File: src/rtl/conv_cfg_pkg.sv
// What this block does
// [RULE1] Pair C pre-filter field bits 15-14: up2, direct, down2, passthrough.
// [RULE2] Pair C passthrough makes the pair C post-filter setting inactive.
// [RULE3] Pair C pre field is software owned; hardware updates it when auto is on.
// [RULE4] Pair B post field bits 13-12: up2, direct, down2; hardware owned under auto.
// [RULE5] Pair B pre field bits 11-10, same codes; passthrough disables pair B post.
// [RULE6] Pair A post field bits 9-8: up2, direct, down2; hardware owned under auto.
// [RULE7] Pair A pre field bits 7-6, passthrough makes pair A post inapplicable.
// [RULE8] Pair A pre field is user read/write; auto select lets hardware update it.
// [RULE9] Software writes zeros to filter config bits 5-0.
// [RULE10] Clock source register: 24 bits, read/write, index 0x5, resets to zero.
// [RULE11] Pair B out selector bits 19-16: ports 0-3, S/PDIF 0100, 0101-0111 reserved, 1000-1111 aux.
// [RULE12] Pair A out selector bits 15-12 uses the same out mapping.
// [RULE13] Pair C out selector bits 23-20, same mapping, S/PDIF at 0100.
// [RULE14] Pair C in selector bits 11-8: ports 0-3, S/PDIF 0100, 0101-0110 reserved.
// [RULE15] Pair B bits 7-4 and pair A bits 3-0 use the same in mapping.
// [RULE16] The aux clock comes from the system PLL, rate set elsewhere.
// [RULE17] Pair C post field bits 17-16: up2, direct, down2; hardware owned under auto.
// [RULE18] Reserved bits read zero and writes to them have no effect.
// [RULE19] Readback always shows the mode in effect, after hardware overwrite.
package conv_cfg_pkg;

  localparam int             NUM_PAIRS    = 3;
  localparam int             REG_W        = 24;
  localparam int             WB_ADR_W     = 8;
  localparam int             WB_DAT_W     = 32;
  localparam int             IDX_W        = 6;

  // Register indices, byte address is four times the index
  localparam logic [5:0]     IDX_CTRL     = 6'h00;
  localparam logic [5:0]     IDX_FCFG     = 6'h04;
  localparam logic [5:0]     IDX_CSR      = 6'h05;

  // Control register fields
  localparam int             CTRL_AUTO_LSB = 0;
  localparam logic [2:0]     CTRL_RESET    = 3'h0;

  // Filter config field layout, pair p at LSB + p * STRIDE
  localparam int             FCFG_PRE_LSB  = 6;
  localparam int             FCFG_POST_LSB = 8;
  localparam int             FCFG_STRIDE   = 4;
  localparam logic [23:0]    FCFG_RESET    = 24'h000000;

  // Clock source field layout
  localparam int             CSR_IN_LSB    = 0;
  localparam int             CSR_OUT_LSB   = 12;
  localparam int             CSR_STRIDE    = 4;
  localparam logic [23:0]    CSR_RESET     = 24'h000000;

  // Clock source codes and one-hot source positions
  localparam logic [3:0]     CS_SPDIF      = 4'h4;
  localparam logic [3:0]     CS_RSV_TOP    = 4'h7;
  localparam logic [3:0]     CS_AUX_MIN    = 4'h8;
  localparam int             SRC_W         = 6;
  localparam int             SRC_SPDIF_BIT = 4;
  localparam int             SRC_AUX_BIT   = 5;

  typedef enum logic [1:0] {
    MODE_UP2    = 2'h0,
    MODE_DIRECT = 2'h1,
    MODE_DOWN2  = 2'h2,
    MODE_PASS   = 2'h3
  } filt_mode_type;

  typedef struct packed {
    logic [1:0] pre;
    logic [1:0] post;
  } pair_mode_type;

  typedef pair_mode_type [2:0] pair_modes_type;
  typedef logic [SRC_W-1:0]    clk_src_type;
  typedef clk_src_type [2:0]   clk_srcs_type;

  typedef enum logic [1:0] {
    ST_IDLE = 2'b01,
    ST_ACK  = 2'b10
  } bus_state_type;

endpackage : conv_cfg_pkg

File: src/rtl/rate_converter_filter_and_clock_select.sv
`timescale 1ns/100ps
`default_nettype none
module rate_converter_filter_and_clock_select (
  input  wire logic                          I_CLK_SYS,
  input  wire logic                          I_RST_N,
  input  wire logic                          I_WB_CYC,
  input  wire logic                          I_WB_STB,
  input  wire logic                          I_WB_WE,
  input  wire logic [7:0]                    I_WB_ADR,
  input  wire logic [3:0]                    I_WB_SEL,
  input  wire logic [31:0]                   I_WB_DAT,
  output var  logic [31:0]                   O_WB_DAT,
  output var  logic                          O_WB_ACK,
  input  wire logic [2:0]                    I_HW_MODE_VALID,
  input  wire conv_cfg_pkg::pair_modes_type  I_HW_MODE,
  output var  conv_cfg_pkg::pair_modes_type  O_MODE,
  output var  logic [2:0]                    O_POST_ACTIVE,
  output var  logic [2:0]                    O_AUTO_SELECT,
  output var  conv_cfg_pkg::clk_srcs_type    O_OUT_CLK_SRC,
  output var  conv_cfg_pkg::clk_srcs_type    O_IN_CLK_SRC
);

  ////////////////////////////////////////////////////////////////////////////
  // Helpers

  function automatic logic is_idx(input logic [7:0] adr, input logic [5:0] idx);
    is_idx = (adr[7:2] == idx) && (adr[1:0] == 2'h0);
  endfunction : is_idx

  function automatic logic [23:0] merge_bytes(input logic [23:0] old,
                                              input logic [31:0] dat,
                                              input logic [3:0]  sel);
    logic [23:0] res;
    res = old;
    for (int b = 0; b < 3; b++) begin
      if (sel[b]) begin
        res[b*8 +: 8] = dat[b*8 +: 8];
      end
    end
    merge_bytes = res;
  endfunction : merge_bytes

  ////////////////////////////////////////////////////////////////////////////
  // Storage

  conv_cfg_pkg::bus_state_type  state_ff;
  conv_cfg_pkg::bus_state_type  nxt_state;
  conv_cfg_pkg::pair_modes_type mode_ff;
  logic [2:0]                   auto_ff;
  logic [23:0]                  csr_ff;
  logic [23:0]                  fcfg_rd;
  logic [23:0]                  nxt_fcfg;
  logic [23:0]                  nxt_csr;
  logic [2:0]                   nxt_auto;
  logic [31:0]                  rd_word;
  logic                         req;
  logic                         wr_now;
  logic                         wr_ctrl;
  logic                         wr_fcfg;
  logic                         wr_csr;
  conv_cfg_pkg::clk_srcs_type   out_src;
  conv_cfg_pkg::clk_srcs_type   in_src;

  ////////////////////////////////////////////////////////////////////////////
  // Wishbone slave

  assign req     = I_WB_CYC && I_WB_STB;
  assign wr_now  = (state_ff == conv_cfg_pkg::ST_ACK) && req && I_WB_WE;
  assign wr_ctrl = wr_now && is_idx(I_WB_ADR, conv_cfg_pkg::IDX_CTRL);
  assign wr_fcfg = wr_now && is_idx(I_WB_ADR, conv_cfg_pkg::IDX_FCFG);
  assign wr_csr  = wr_now && is_idx(I_WB_ADR, conv_cfg_pkg::IDX_CSR); // RULE10

  always_comb begin
    nxt_state = state_ff;
    case (state_ff)
      conv_cfg_pkg::ST_IDLE: begin
        if (req) begin
          nxt_state = conv_cfg_pkg::ST_ACK;
        end
      end
      conv_cfg_pkg::ST_ACK: begin
        nxt_state = conv_cfg_pkg::ST_IDLE;
      end
      default: begin
        nxt_state = conv_cfg_pkg::ST_IDLE;
      end
    endcase
  end

  always_ff @(posedge I_CLK_SYS or negedge I_RST_N) begin
    if (!I_RST_N) begin
      state_ff <= conv_cfg_pkg::ST_IDLE;
    end else begin
      state_ff <= nxt_state;
    end
  end

  always_ff @(posedge I_CLK_SYS or negedge I_RST_N) begin
    if (!I_RST_N) begin
      O_WB_ACK <= 1'b0;
    end else begin
      O_WB_ACK <= (state_ff == conv_cfg_pkg::ST_IDLE) && req;
    end
  end

  // Read mux, reserved and unmapped bits are zero
  always_comb begin
    fcfg_rd = '0; // RULE18
    for (int p = 0; p < 3; p++) begin
      fcfg_rd[conv_cfg_pkg::FCFG_PRE_LSB + p*conv_cfg_pkg::FCFG_STRIDE +: 2] =
        mode_ff[p].pre; // RULE19
      fcfg_rd[conv_cfg_pkg::FCFG_POST_LSB + p*conv_cfg_pkg::FCFG_STRIDE +: 2] =
        mode_ff[p].post;
    end
    rd_word = '0;
    if (is_idx(I_WB_ADR, conv_cfg_pkg::IDX_CTRL)) begin
      rd_word[conv_cfg_pkg::CTRL_AUTO_LSB +: 3] = auto_ff;
    end else if (is_idx(I_WB_ADR, conv_cfg_pkg::IDX_FCFG)) begin
      rd_word[23:0] = fcfg_rd;
    end else if (is_idx(I_WB_ADR, conv_cfg_pkg::IDX_CSR)) begin
      rd_word[23:0] = csr_ff; // RULE10
    end
  end

  always_ff @(posedge I_CLK_SYS or negedge I_RST_N) begin
    if (!I_RST_N) begin
      O_WB_DAT <= 32'h00000000;
    end else if ((state_ff == conv_cfg_pkg::ST_IDLE) && req) begin
      O_WB_DAT <= I_WB_WE ? 32'h00000000 : rd_word;
    end
  end

  ////////////////////////////////////////////////////////////////////////////
  // Control and clock source registers

  assign nxt_fcfg = merge_bytes(fcfg_rd, I_WB_DAT, I_WB_SEL);
  assign nxt_csr  = merge_bytes(csr_ff, I_WB_DAT, I_WB_SEL);
  assign nxt_auto = I_WB_SEL[0] ? I_WB_DAT[conv_cfg_pkg::CTRL_AUTO_LSB +: 3] : auto_ff;

  always_ff @(posedge I_CLK_SYS or negedge I_RST_N) begin
    if (!I_RST_N) begin
      auto_ff <= conv_cfg_pkg::CTRL_RESET;
    end else if (wr_ctrl) begin
      auto_ff <= nxt_auto;
    end
  end

  always_ff @(posedge I_CLK_SYS or negedge I_RST_N) begin
    if (!I_RST_N) begin
      csr_ff <= conv_cfg_pkg::CSR_RESET; // RULE10
    end else if (wr_csr) begin
      csr_ff <= nxt_csr;
    end
  end

  ////////////////////////////////////////////////////////////////////////////
  // Per pair mode fields and clock selection

  for (genvar p = 0; p < 3; p++) begin : g_pair
    localparam int PRE_LSB  = conv_cfg_pkg::FCFG_PRE_LSB + p*conv_cfg_pkg::FCFG_STRIDE;
    localparam int POST_LSB = conv_cfg_pkg::FCFG_POST_LSB + p*conv_cfg_pkg::FCFG_STRIDE;
    localparam int OUT_LSB  = conv_cfg_pkg::CSR_OUT_LSB + p*conv_cfg_pkg::CSR_STRIDE;
    localparam int IN_LSB   = conv_cfg_pkg::CSR_IN_LSB + p*conv_cfg_pkg::CSR_STRIDE;

    // Hardware update under auto select wins over a same-cycle software write
    always_ff @(posedge I_CLK_SYS or negedge I_RST_N) begin
      if (!I_RST_N) begin
        mode_ff[p] <= conv_cfg_pkg::FCFG_RESET[3:0];
      end else if (auto_ff[p] && I_HW_MODE_VALID[p]) begin
        mode_ff[p] <= I_HW_MODE[p]; // RULE3 RULE4 RULE6 RULE8 RULE17 RULE19
      end else if (wr_fcfg) begin
        mode_ff[p].pre  <= nxt_fcfg[PRE_LSB +: 2]; // RULE1 RULE5 RULE7 RULE8
        mode_ff[p].post <= nxt_fcfg[POST_LSB +: 2]; // RULE4 RULE6 RULE17
      end
    end

    always_ff @(posedge I_CLK_SYS or negedge I_RST_N) begin
      if (!I_RST_N) begin
        O_POST_ACTIVE[p] <= 1'b1;
      end else begin
        O_POST_ACTIVE[p] <= (mode_ff[p].pre != conv_cfg_pkg::MODE_PASS); // RULE2 RULE5 RULE7
      end
    end

    clk_src_decode #(
      .RSV_TOP_IS_AUX (1'b0)
    ) u_out_dec (
      .i_sel (csr_ff[OUT_LSB +: 4]), // RULE11 RULE12 RULE13
      .o_src (out_src[p])
    );

    clk_src_decode #(
      .RSV_TOP_IS_AUX (1'b1)
    ) u_in_dec (
      .i_sel (csr_ff[IN_LSB +: 4]), // RULE14 RULE15
      .o_src (in_src[p])
    );

    always_ff @(posedge I_CLK_SYS or negedge I_RST_N) begin
      if (!I_RST_N) begin
        O_OUT_CLK_SRC[p] <= conv_cfg_pkg::clk_src_type'(6'h01);
        O_IN_CLK_SRC[p]  <= conv_cfg_pkg::clk_src_type'(6'h01);
      end else begin
        O_OUT_CLK_SRC[p] <= out_src[p];
        O_IN_CLK_SRC[p]  <= in_src[p];
      end
    end

  end

  always_comb begin
    O_MODE = mode_ff;
  end

  always_ff @(posedge I_CLK_SYS or negedge I_RST_N) begin
    if (!I_RST_N) begin
      O_AUTO_SELECT <= conv_cfg_pkg::CTRL_RESET;
    end else begin
      O_AUTO_SELECT <= auto_ff;
    end
  end
endmodule : rate_converter_filter_and_clock_select
`default_nettype wire

File: src/rtl/clk_src_decode.sv
`timescale 1ns/100ps
`default_nettype none
module clk_src_decode #(
  parameter bit RSV_TOP_IS_AUX = 1'b0
) (
  input  wire logic [3:0]                i_sel,
  output var  conv_cfg_pkg::clk_src_type o_src
);

  always_comb begin
    o_src = '0;
    if (i_sel[3:2] == 2'h0) begin
      o_src[i_sel[1:0]] = 1'b1;
    end else if (i_sel == conv_cfg_pkg::CS_SPDIF) begin
      o_src[conv_cfg_pkg::SRC_SPDIF_BIT] = 1'b1;
    end else if (i_sel >= conv_cfg_pkg::CS_AUX_MIN) begin
      o_src[conv_cfg_pkg::SRC_AUX_BIT] = 1'b1; // RULE16
    end else if (RSV_TOP_IS_AUX && (i_sel == conv_cfg_pkg::CS_RSV_TOP)) begin
      o_src[conv_cfg_pkg::SRC_AUX_BIT] = 1'b1; // RULE15
    end
  end

endmodule : clk_src_decode
`default_nettype wire

File: config.mk
export PLATFORM = sky130hd
export DESIGN_NAME = rate_converter_filter_and_clock_select
export DESIGN_NICKNAME = d
export VERILOG_FILES = /design/src/rtl/conv_cfg_pkg.sv /design/src/rtl/rate_converter_filter_and_clock_select.sv /design/src/rtl/clk_src_decode.sv
export SDC_FILE = /design/constraint.sdc
export NUM_CORES = 1
export LEC_CHECK = 0
export BUFFER_PORTS_ARGS = -buffer_cell sky130_fd_sc_hd__clkbuf_2
export CAP_MARGIN = 20
export CORE_UTILIZATION = 53
export CTS_CLUSTER_SIZE = 25
export DETAILED_ROUTE_END_ITERATION = 16
export PLACE_DENSITY = 0.86
export SYNTH_ARGS = -nofsm -noshare
export SYNTH_HDL_FRONTEND = slang
export SYNTH_SLANG_ARGS = --single-unit
File: constraint.sdc
create_clock -name I_CLK_SYS -period 4.4 [get_ports I_CLK_SYS]
set_input_delay 0.66 -clock I_CLK_SYS [delete_from_list [all_inputs] [get_ports I_CLK_SYS]]
set_output_delay 0.66 -clock I_CLK_SYS [all_outputs]
set_load 0.005 [all_outputs]
==> run metrics, run 1 <==
Skew-Pair Late Insertion Delay=0.36 ns; Inst Count DP=551; I/O Pins=151; post-synthesis mux area share=0.0985; worst-margin pin slew=0.937 ns; combinational share of power=0.047; post-CTS sizing=0; layout cells sized above 1=0.428; vias=3158; final slew viol count=0; XOR/XNOR share of the synthesized area=0; TNS Setup=0 ns; leakage power=2.66 nW; largest family of logic cells by synthesized area=simple AND/OR/NAND/NOR gates; die area=8490 um^2; clk sinks=108; mean post-synth cell area=13.0 um^2; top-area cell type share of the netlist area=0.570; Final nets=524; share of power burned in registers=0.601; switching power=373 uW; Worst setup EP type=flip-flop; CP Launch Type=input port; status=finished clean; fin crit share=0.511; r2r startpoint=state_ff[0]$_DFFE_PN1P_; pin count of the biggest net entering global routing=78; Reg clk slew, reported paths=0.10 ns; WL final=9520 um; commonest cells after routing, fill and taps aside=132 x clkbuf_2, 98 x dfrtp_1, 35 x nand2_1; min cycle time layout=2.25 ns; Setup CP Type=input port to flip-flop; P per Cell Area=319 nW/um^2; RSZ-0062 raised after global routing=no; GRT overflow=0; commonest non-fill, non-tap cell in the layout=clkbuf_2; CTS max path bufs=2; vias per cell=5.57; sequential cell area=2720 um^2; Setup WS pre-CTS=1.79 ns; crit path from=I_WB_ADR[2]; Max Freq=445 MHz; WP data arrival=2.47 ns; hold_buf cts=0; CTS Buf Count=9; VDD IR max=185 uV; final hold violation count=0; Placer Congestion=0.799; fillers=620; starting density of the core=0.551; Horiz. Die Dim=92.1 um; Finished Cell Area=5200 um^2; Slew HR=0.376; synth warn=0; Post-Synth Adder-Cell Area=0; root buf cell=clkbuf_8; CP max FO=16; worst min path class=input port to async pin; H-tree Lvls=3; post-synthesis simple-gate area fraction=0.153; IO buf count=133; maxcap violations=0; Pint=1.28 mW; register area share after synthesis=0.631; Yosys top cell by area=dfrtp_1; #FFs+latches synth=108; synth top area cells=dfrtp_1 57%, mux2_2 7.1%, dfstp_2 6.1%; power share of the clock group=0.352; CP Buf/Inv Count=1; crit-path cells=clkbuf_2 > nand4b_1 > nor4_1 > and2_1 > o221ai_1; Setup Viol. Count Final=0; Inserted Diodes=0; Finished Core Util=0.666; area post-placement=5010 um^2; number of global-route vias before repair=3107; CP required=4.62 ns; critical path's top delay family=simple AND/OR/NAND/NOR gates; Overall Global Routing Usage=0.236; fin cells=567; Cell Rows=32; first-pass GRT wire length=15300 um; Area Growth Syn to Fin=20.8%; Post-route DRC=0; Sw Ratio=0.225; core region area=7810 um^2; initial antenna violation count=0; post-synthesis compound-gate area fraction=0.0831; CP max-delay cell=nor4_1; die height=92.1 um; WL per Instance=16.8 um; Tot Pwr=1.66 mW; TritonCTS clock tree=done; DR pass1 iterations=4; Syn Inst Count=332; Final Skew=0.00973 ns; CP peak stage delay=0.52 ns; detailed placement HPWL=6870 um; setup ws final=2.15 ns; Final Hold Slack=0.433 ns; Netlist Area Pre-Place=4300 um^2; Initial DRC Count=143; Setup Fix Bufs, Post-CTS=0; Cell variety after synth=38; Routed Antenna Nets=0; multi-input logic area=1470 um^2
==> path summary, 6_finish.rpt <==
check | end | slack (ns) | depth (start not counted)
setup reg to reg | O_MODE[0]$_DFFE_PN0P_ | 2.40 | 4
hold reg to reg | O_POST_ACTIVE[1]$_DFF_PN1_ | 0.47 | 1
max in group asynchronous | O_POST_ACTIVE[2]$_DFF_PN1_ | 2.95 | 2
hold / removal | O_OUT_CLK_SRC[2]$_DFF_PN0_ | 0.43 | 1
setup / recovery | O_MODE[0]$_DFFE_PN0P_ | 2.15 | 5
min in group I_CLK_SYS | O_POST_ACTIVE[1]$_DFF_PN1_ | 0.47 | 1
==> power by group through the flow <==
| stage | clock network, mW | registers (mW) | logic [mW] |
|---|---|---|---|
| final | 0.584 | 0.996 | 0.0775 |
| after global routing | 0.639 | 0.997 | 0.0873 |
| after CTS | 0.597 | 0.996 | 0.0785 |
| after detailed placement | 0 | 1.02 | 0.0781 |
| after global placement | 0 | 1.02 | 0.0759 |
| after floorplan | 0 | 1.02 | 0.0282 |
==> cell usage after synthesis, drive strengths merged <==
cell type	n
nand3	28
nand3b	1
clkbuf	13
nand4b	2
a31o	7
nor4bb	3
or3	2
mux2	27
and3	1
a22o	9
dfrtp	98
nor3	6
and4bb	1
o21ai	7
o221ai	8
inv	2
and2	2
conb	1
buf	12
nor4	8
nand2	35
mux2i	12
dfstp	10
o31ai	12
nand2b	2
a22oi	3
nor4b	16
nor2	3
or4	1
==> sequential cells by signal (all words and copies together), names as in the netlist <==
| signal | cells |
|---|---|
| O_OUT_CLK_SRC | 18 |
| O_POST_ACTIVE | 3 |
| O_IN_CLK_SRC | 18 |
| O_WB_ACK | 1 |
| state_ff | 2 |
| O_MODE | 12 |
| O_WB_DAT | 24 |
| auto_ff | 3 |
| csr_ff | 24 |
| O_AUTO_SELECT | 3 |
==> worst reg2reg max path: stages, from the launching register on <==
cell and delay, ns:
dfstp_2 0.38, nand3b_1 0.22, nor4_1 0.63, and2_1 0.44, o221ai_1 0.19
==> metal layers <==
| metal | GRT usage | vias to the layer above | part of all wire |
|---|---|---|---|
| li1 | - | 1469 | - |
| met1 | 0.314 | 1565 | 0.44 |
| met2 | 0.398 | 111 | 0.51 |
| met3 | 0.0357 | 13 | 0.037 |
| met4 | 0.0794 | 0 | 0.016 |
| met5 | 0 | - | 0 |
==> cell families after synthesis <==
kind of cell,Yosys count
other cells,1
buf+inv,27
flops,108
compound gates,46
mux,39
simple gates,111
==> final cells by class <==
class	instances	share of cell area
Sequential cell	108	0.522
Multi-Input combinational cell	204	0.283
Timing Repair Buffer	135	0.131
Clock buffer	10	0.0246
Tap cell	102	0.0246
Clock inverter	6	0.0123
Inverter	2	0.00144
(Power assumes the default switching activity.)
==> run 2: changes to the inputs <==
--- a/config.mk
+++ b/config.mk
@@ -7,10 +7,10 @@
 export LEC_CHECK = 0
 export BUFFER_PORTS_ARGS = -buffer_cell sky130_fd_sc_hd__clkbuf_2
 export CAP_MARGIN = 20
-export CORE_UTILIZATION = 53
+export CORE_UTILIZATION = 45
 export CTS_CLUSTER_SIZE = 25
 export DETAILED_ROUTE_END_ITERATION = 16
-export PLACE_DENSITY = 0.86
+export PLACE_DENSITY = 0.78
 export SYNTH_ARGS = -nofsm -noshare
 export SYNTH_HDL_FRONTEND = slang
 export SYNTH_SLANG_ARGS = --single-unit
==> constraint.sdc (replaced) <==
create_clock -name I_CLK_SYS -period 1.9 [get_ports I_CLK_SYS]
set_input_delay 0.285 -clock I_CLK_SYS [delete_from_list [all_inputs] [get_ports I_CLK_SYS]]
set_output_delay 0.285 -clock I_CLK_SYS [all_outputs]
set_load 0.005 [all_outputs]
==> run 2 against run 1 <==
Clock skew increased by 0.0045 ns; via count decreased by 0.13%; clock power increased by 130%; sequential cell count unchanged; setup slack got worse by 2.0 ns; die area increased by 17%.
==> run metrics, run 2 (synthesized netlist as in run 1, its figures left out) <==
switching power=861 uW (+130%); power share of the clock group=0.351 (about the same); root buf cell=clkbuf_8; IO buf count=133 (unchanged); vias=3154 (-0.13%); fillers=812 (+31%); biggest regs=O_WB_DAT: 24 flops, csr_ff: 24 flops; min cycle time layout=1.77 ns; TritonCTS clock tree=done; CTS max path bufs=2 (unchanged); Cell Rows=35 (+9.4%); WP data arrival=2.00 ns (-0.47 ns); layout cells sized above 1=0.437 (+0.00875); share of power burned in registers=0.600 (about the same); status=finished clean; initial antenna violation count=0 (unchanged); post-CTS sizing=0 (unchanged); H-tree Lvls=3 (unchanged); crit-path cells=nand3b_1 > nor4_4 > buf_4 > and4bb_2 > mux2_2; CP Launch Type=flip-flop; final slew viol count=0 (unchanged); GRT overflow=0 (unchanged); I/O Pins=151 (unchanged); Post-route DRC=0 (unchanged); fin cells=603 (+6.3%); WHS Path Cells=2; Inst Count DP=586 (+6.4%); maxcap violations=0 (unchanged); combinational share of power=0.049 (+0.002); Area Growth Syn to Fin=23.8%; core region area=9240 um^2 (+18%); Sw Ratio=0.224 (-0.000925); CP required=2.14 ns (-2.48 ns); Reg clk slew, reported paths=0.10 ns (about the same); leakage power=2.72 nW (+1.9%); reg2reg setup slack=0.13 ns (-2.27 ns); FF-to-FF End=auto_ff[1]$_DFFE_PN0P_; Routed Antenna Nets=0 (unchanged); worst-margin pin slew=0.506 ns (-0.431 ns); die area=9960 um^2 (+17%); CP max-delay cell=dfstp_2; DR pass1 iterations=4 (unchanged); RSZ-0062 raised after global routing=no; CTS Buf Count=9 (unchanged); Inserted Diodes=0 (unchanged); CP max FO=4 (-12); r2r startpoint=state_ff[0]$_DFFE_PN1P_; Max Freq=566 MHz; vias per cell=5.23 (-6.1%); detailed placement HPWL=7310 um (+6.4%); Overall Global Routing Usage=0.208 (-0.0283); fin crit share=0.931; first-pass GRT wire length=15800 um (+2.8%); final hold violation count=0 (unchanged); pin count of the biggest net entering global routing=43 (-45%); die height=99.8 um (+8.3%); Pint=2.98 mW (+130%); worst min path class=input port to flip-flop; commonest non-fill, non-tap cell in the layout=clkbuf_2; P per Cell Area=722 nW/um^2 (+130%); starting density of the core=0.466 (-0.0855); CP peak stage delay=0.38 ns (-0.14 ns); Final nets=533 (+1.7%); Setup CP Type=flip-flop to flip-flop; Tot Pwr=3.84 mW (+130%); Min-Delay Endpoint=csr_ff[5]$_DFFE_PN0P_; clk sinks=108 (unchanged); HP Start=I_WB_DAT[5]; VDD IR max=403 uV (+120%); Setup Viol. Count Final=0 (unchanged); critical path's top delay family=simple AND/OR/NAND/NOR gates; worst reg2reg path depth=5 (+1); CP Buf/Inv Count=1 (unchanged); commonest cells after routing, fill and taps aside=132 x clkbuf_2, 98 x dfrtp_1, 35 x nand2_1; Skew-Pair Late Insertion Delay=0.36 ns (about the same); Final Skew=0.0143 ns (+0.00453 ns); WL final=9840 um (+3.3%); number of global-route vias before repair=3122 (+0.48%); Placer Congestion=0.832 (+4.1%); Initial DRC Count=106 (-26%); Worst setup EP type=flip-flop; WL per Instance=16.3 um (-2.9%); Horiz. Die Dim=99.8 um (+8.3%); Slew HR=0.663 (+0.287)
==> run 2: cell count changes in the layout (fill, tap and decap cells not counted), sizes merged <==
cell	previous run	this run
buf	3	11
dlygate4sd3	0	1
==> run 2: layout make-up <==
cell class              count  area (um^2)  area share
multi-input cells         204         1470       0.276
well taps                 129          161      0.0303
flip-flops and latches    108         2720       0.510
clock buffers              10          128      0.0240
repair buffers            144          778       0.146
inverters                   2         7.51     0.00141
clock inverters             6         63.8      0.0120
==> run 2: layer usage <==
metal / track usage / wire length [um] / part of all wire / up-vias
li1: - / - / - / 1478
met2: 0.340 / 4960 / 0.50 / 89
met1: 0.275 / 4330 / 0.44 / 1573
met3: 0.0376 / 367 / 0.037 / 14
met5: 0 / 0 / 0 / -
met4: 0.0860 / 178 / 0.018 / 0
==> run 2: worst register-to-register path, delay by kind of cell, from the launching register on <==
family / cells / cell delay (ns)
simple gates: 3 / 0.76
buf+inv: 1 / 0.18
flops: 1 / 0.38
mux: 1 / 0.34
==> run 2: how the worst max path moves through the flow <==
stage                                 start                      to  cells past startpoint
global placement                I_WB_ADR[3]  auto_ff[2]$_DFFE_PN0P_                      6
floorplan                       I_WB_ADR[3]  auto_ff[0]$_DFFE_PN0P_                      4
detailed placement              I_WB_ADR[3]  auto_ff[1]$_DFFE_PN0P_                      6
global route        state_ff[0]$_DFFE_PN1P_  csr_ff[15]$_DFFE_PN0P_                      5
CTS                 state_ff[0]$_DFFE_PN1P_  auto_ff[1]$_DFFE_PN0P_                      5
finish              state_ff[0]$_DFFE_PN1P_  auto_ff[1]$_DFFE_PN0P_                      5
==> run 2: per-stage QoR <==
stage	area (um^2)	util	TNS (ns)	setup WS, ns	hold slack, ns
3_3_place_gp	5120	0.555	-0.256	-0.0456	0.278
5_1_grt	5330	0.576	0	0.0612	0.138
6_report	5330	0.576	0	0.132	0.159
2_1_floorplan	4330	-	0	0.0983	-0.0106
4_1_cts	5330	0.576	0	0.128	0.140
3_5_place_dp	5120	0.555	-0.711	-0.0607	0.285
==> run 2: power groups by stage <==
stage	combinational [mW]	clock (mW)	sequential [mW]
2_1_floorplan	0.0652	0	2.35
3_3_place_gp	0.187	0	2.35
3_5_place_dp	0.192	0	2.35
4_1_cts	0.194	1.39	2.31
5_1_grt	0.215	1.48	2.31
6_report	0.190	1.35	2.31
==> run 2: what timing repair did <==
| item | CTS | global route |
|---|---|---|
| hold endpoints to repair | 31 | 0 |
| setup buffers | 0 | 0 |
| hold buffers | 1 | 0 |
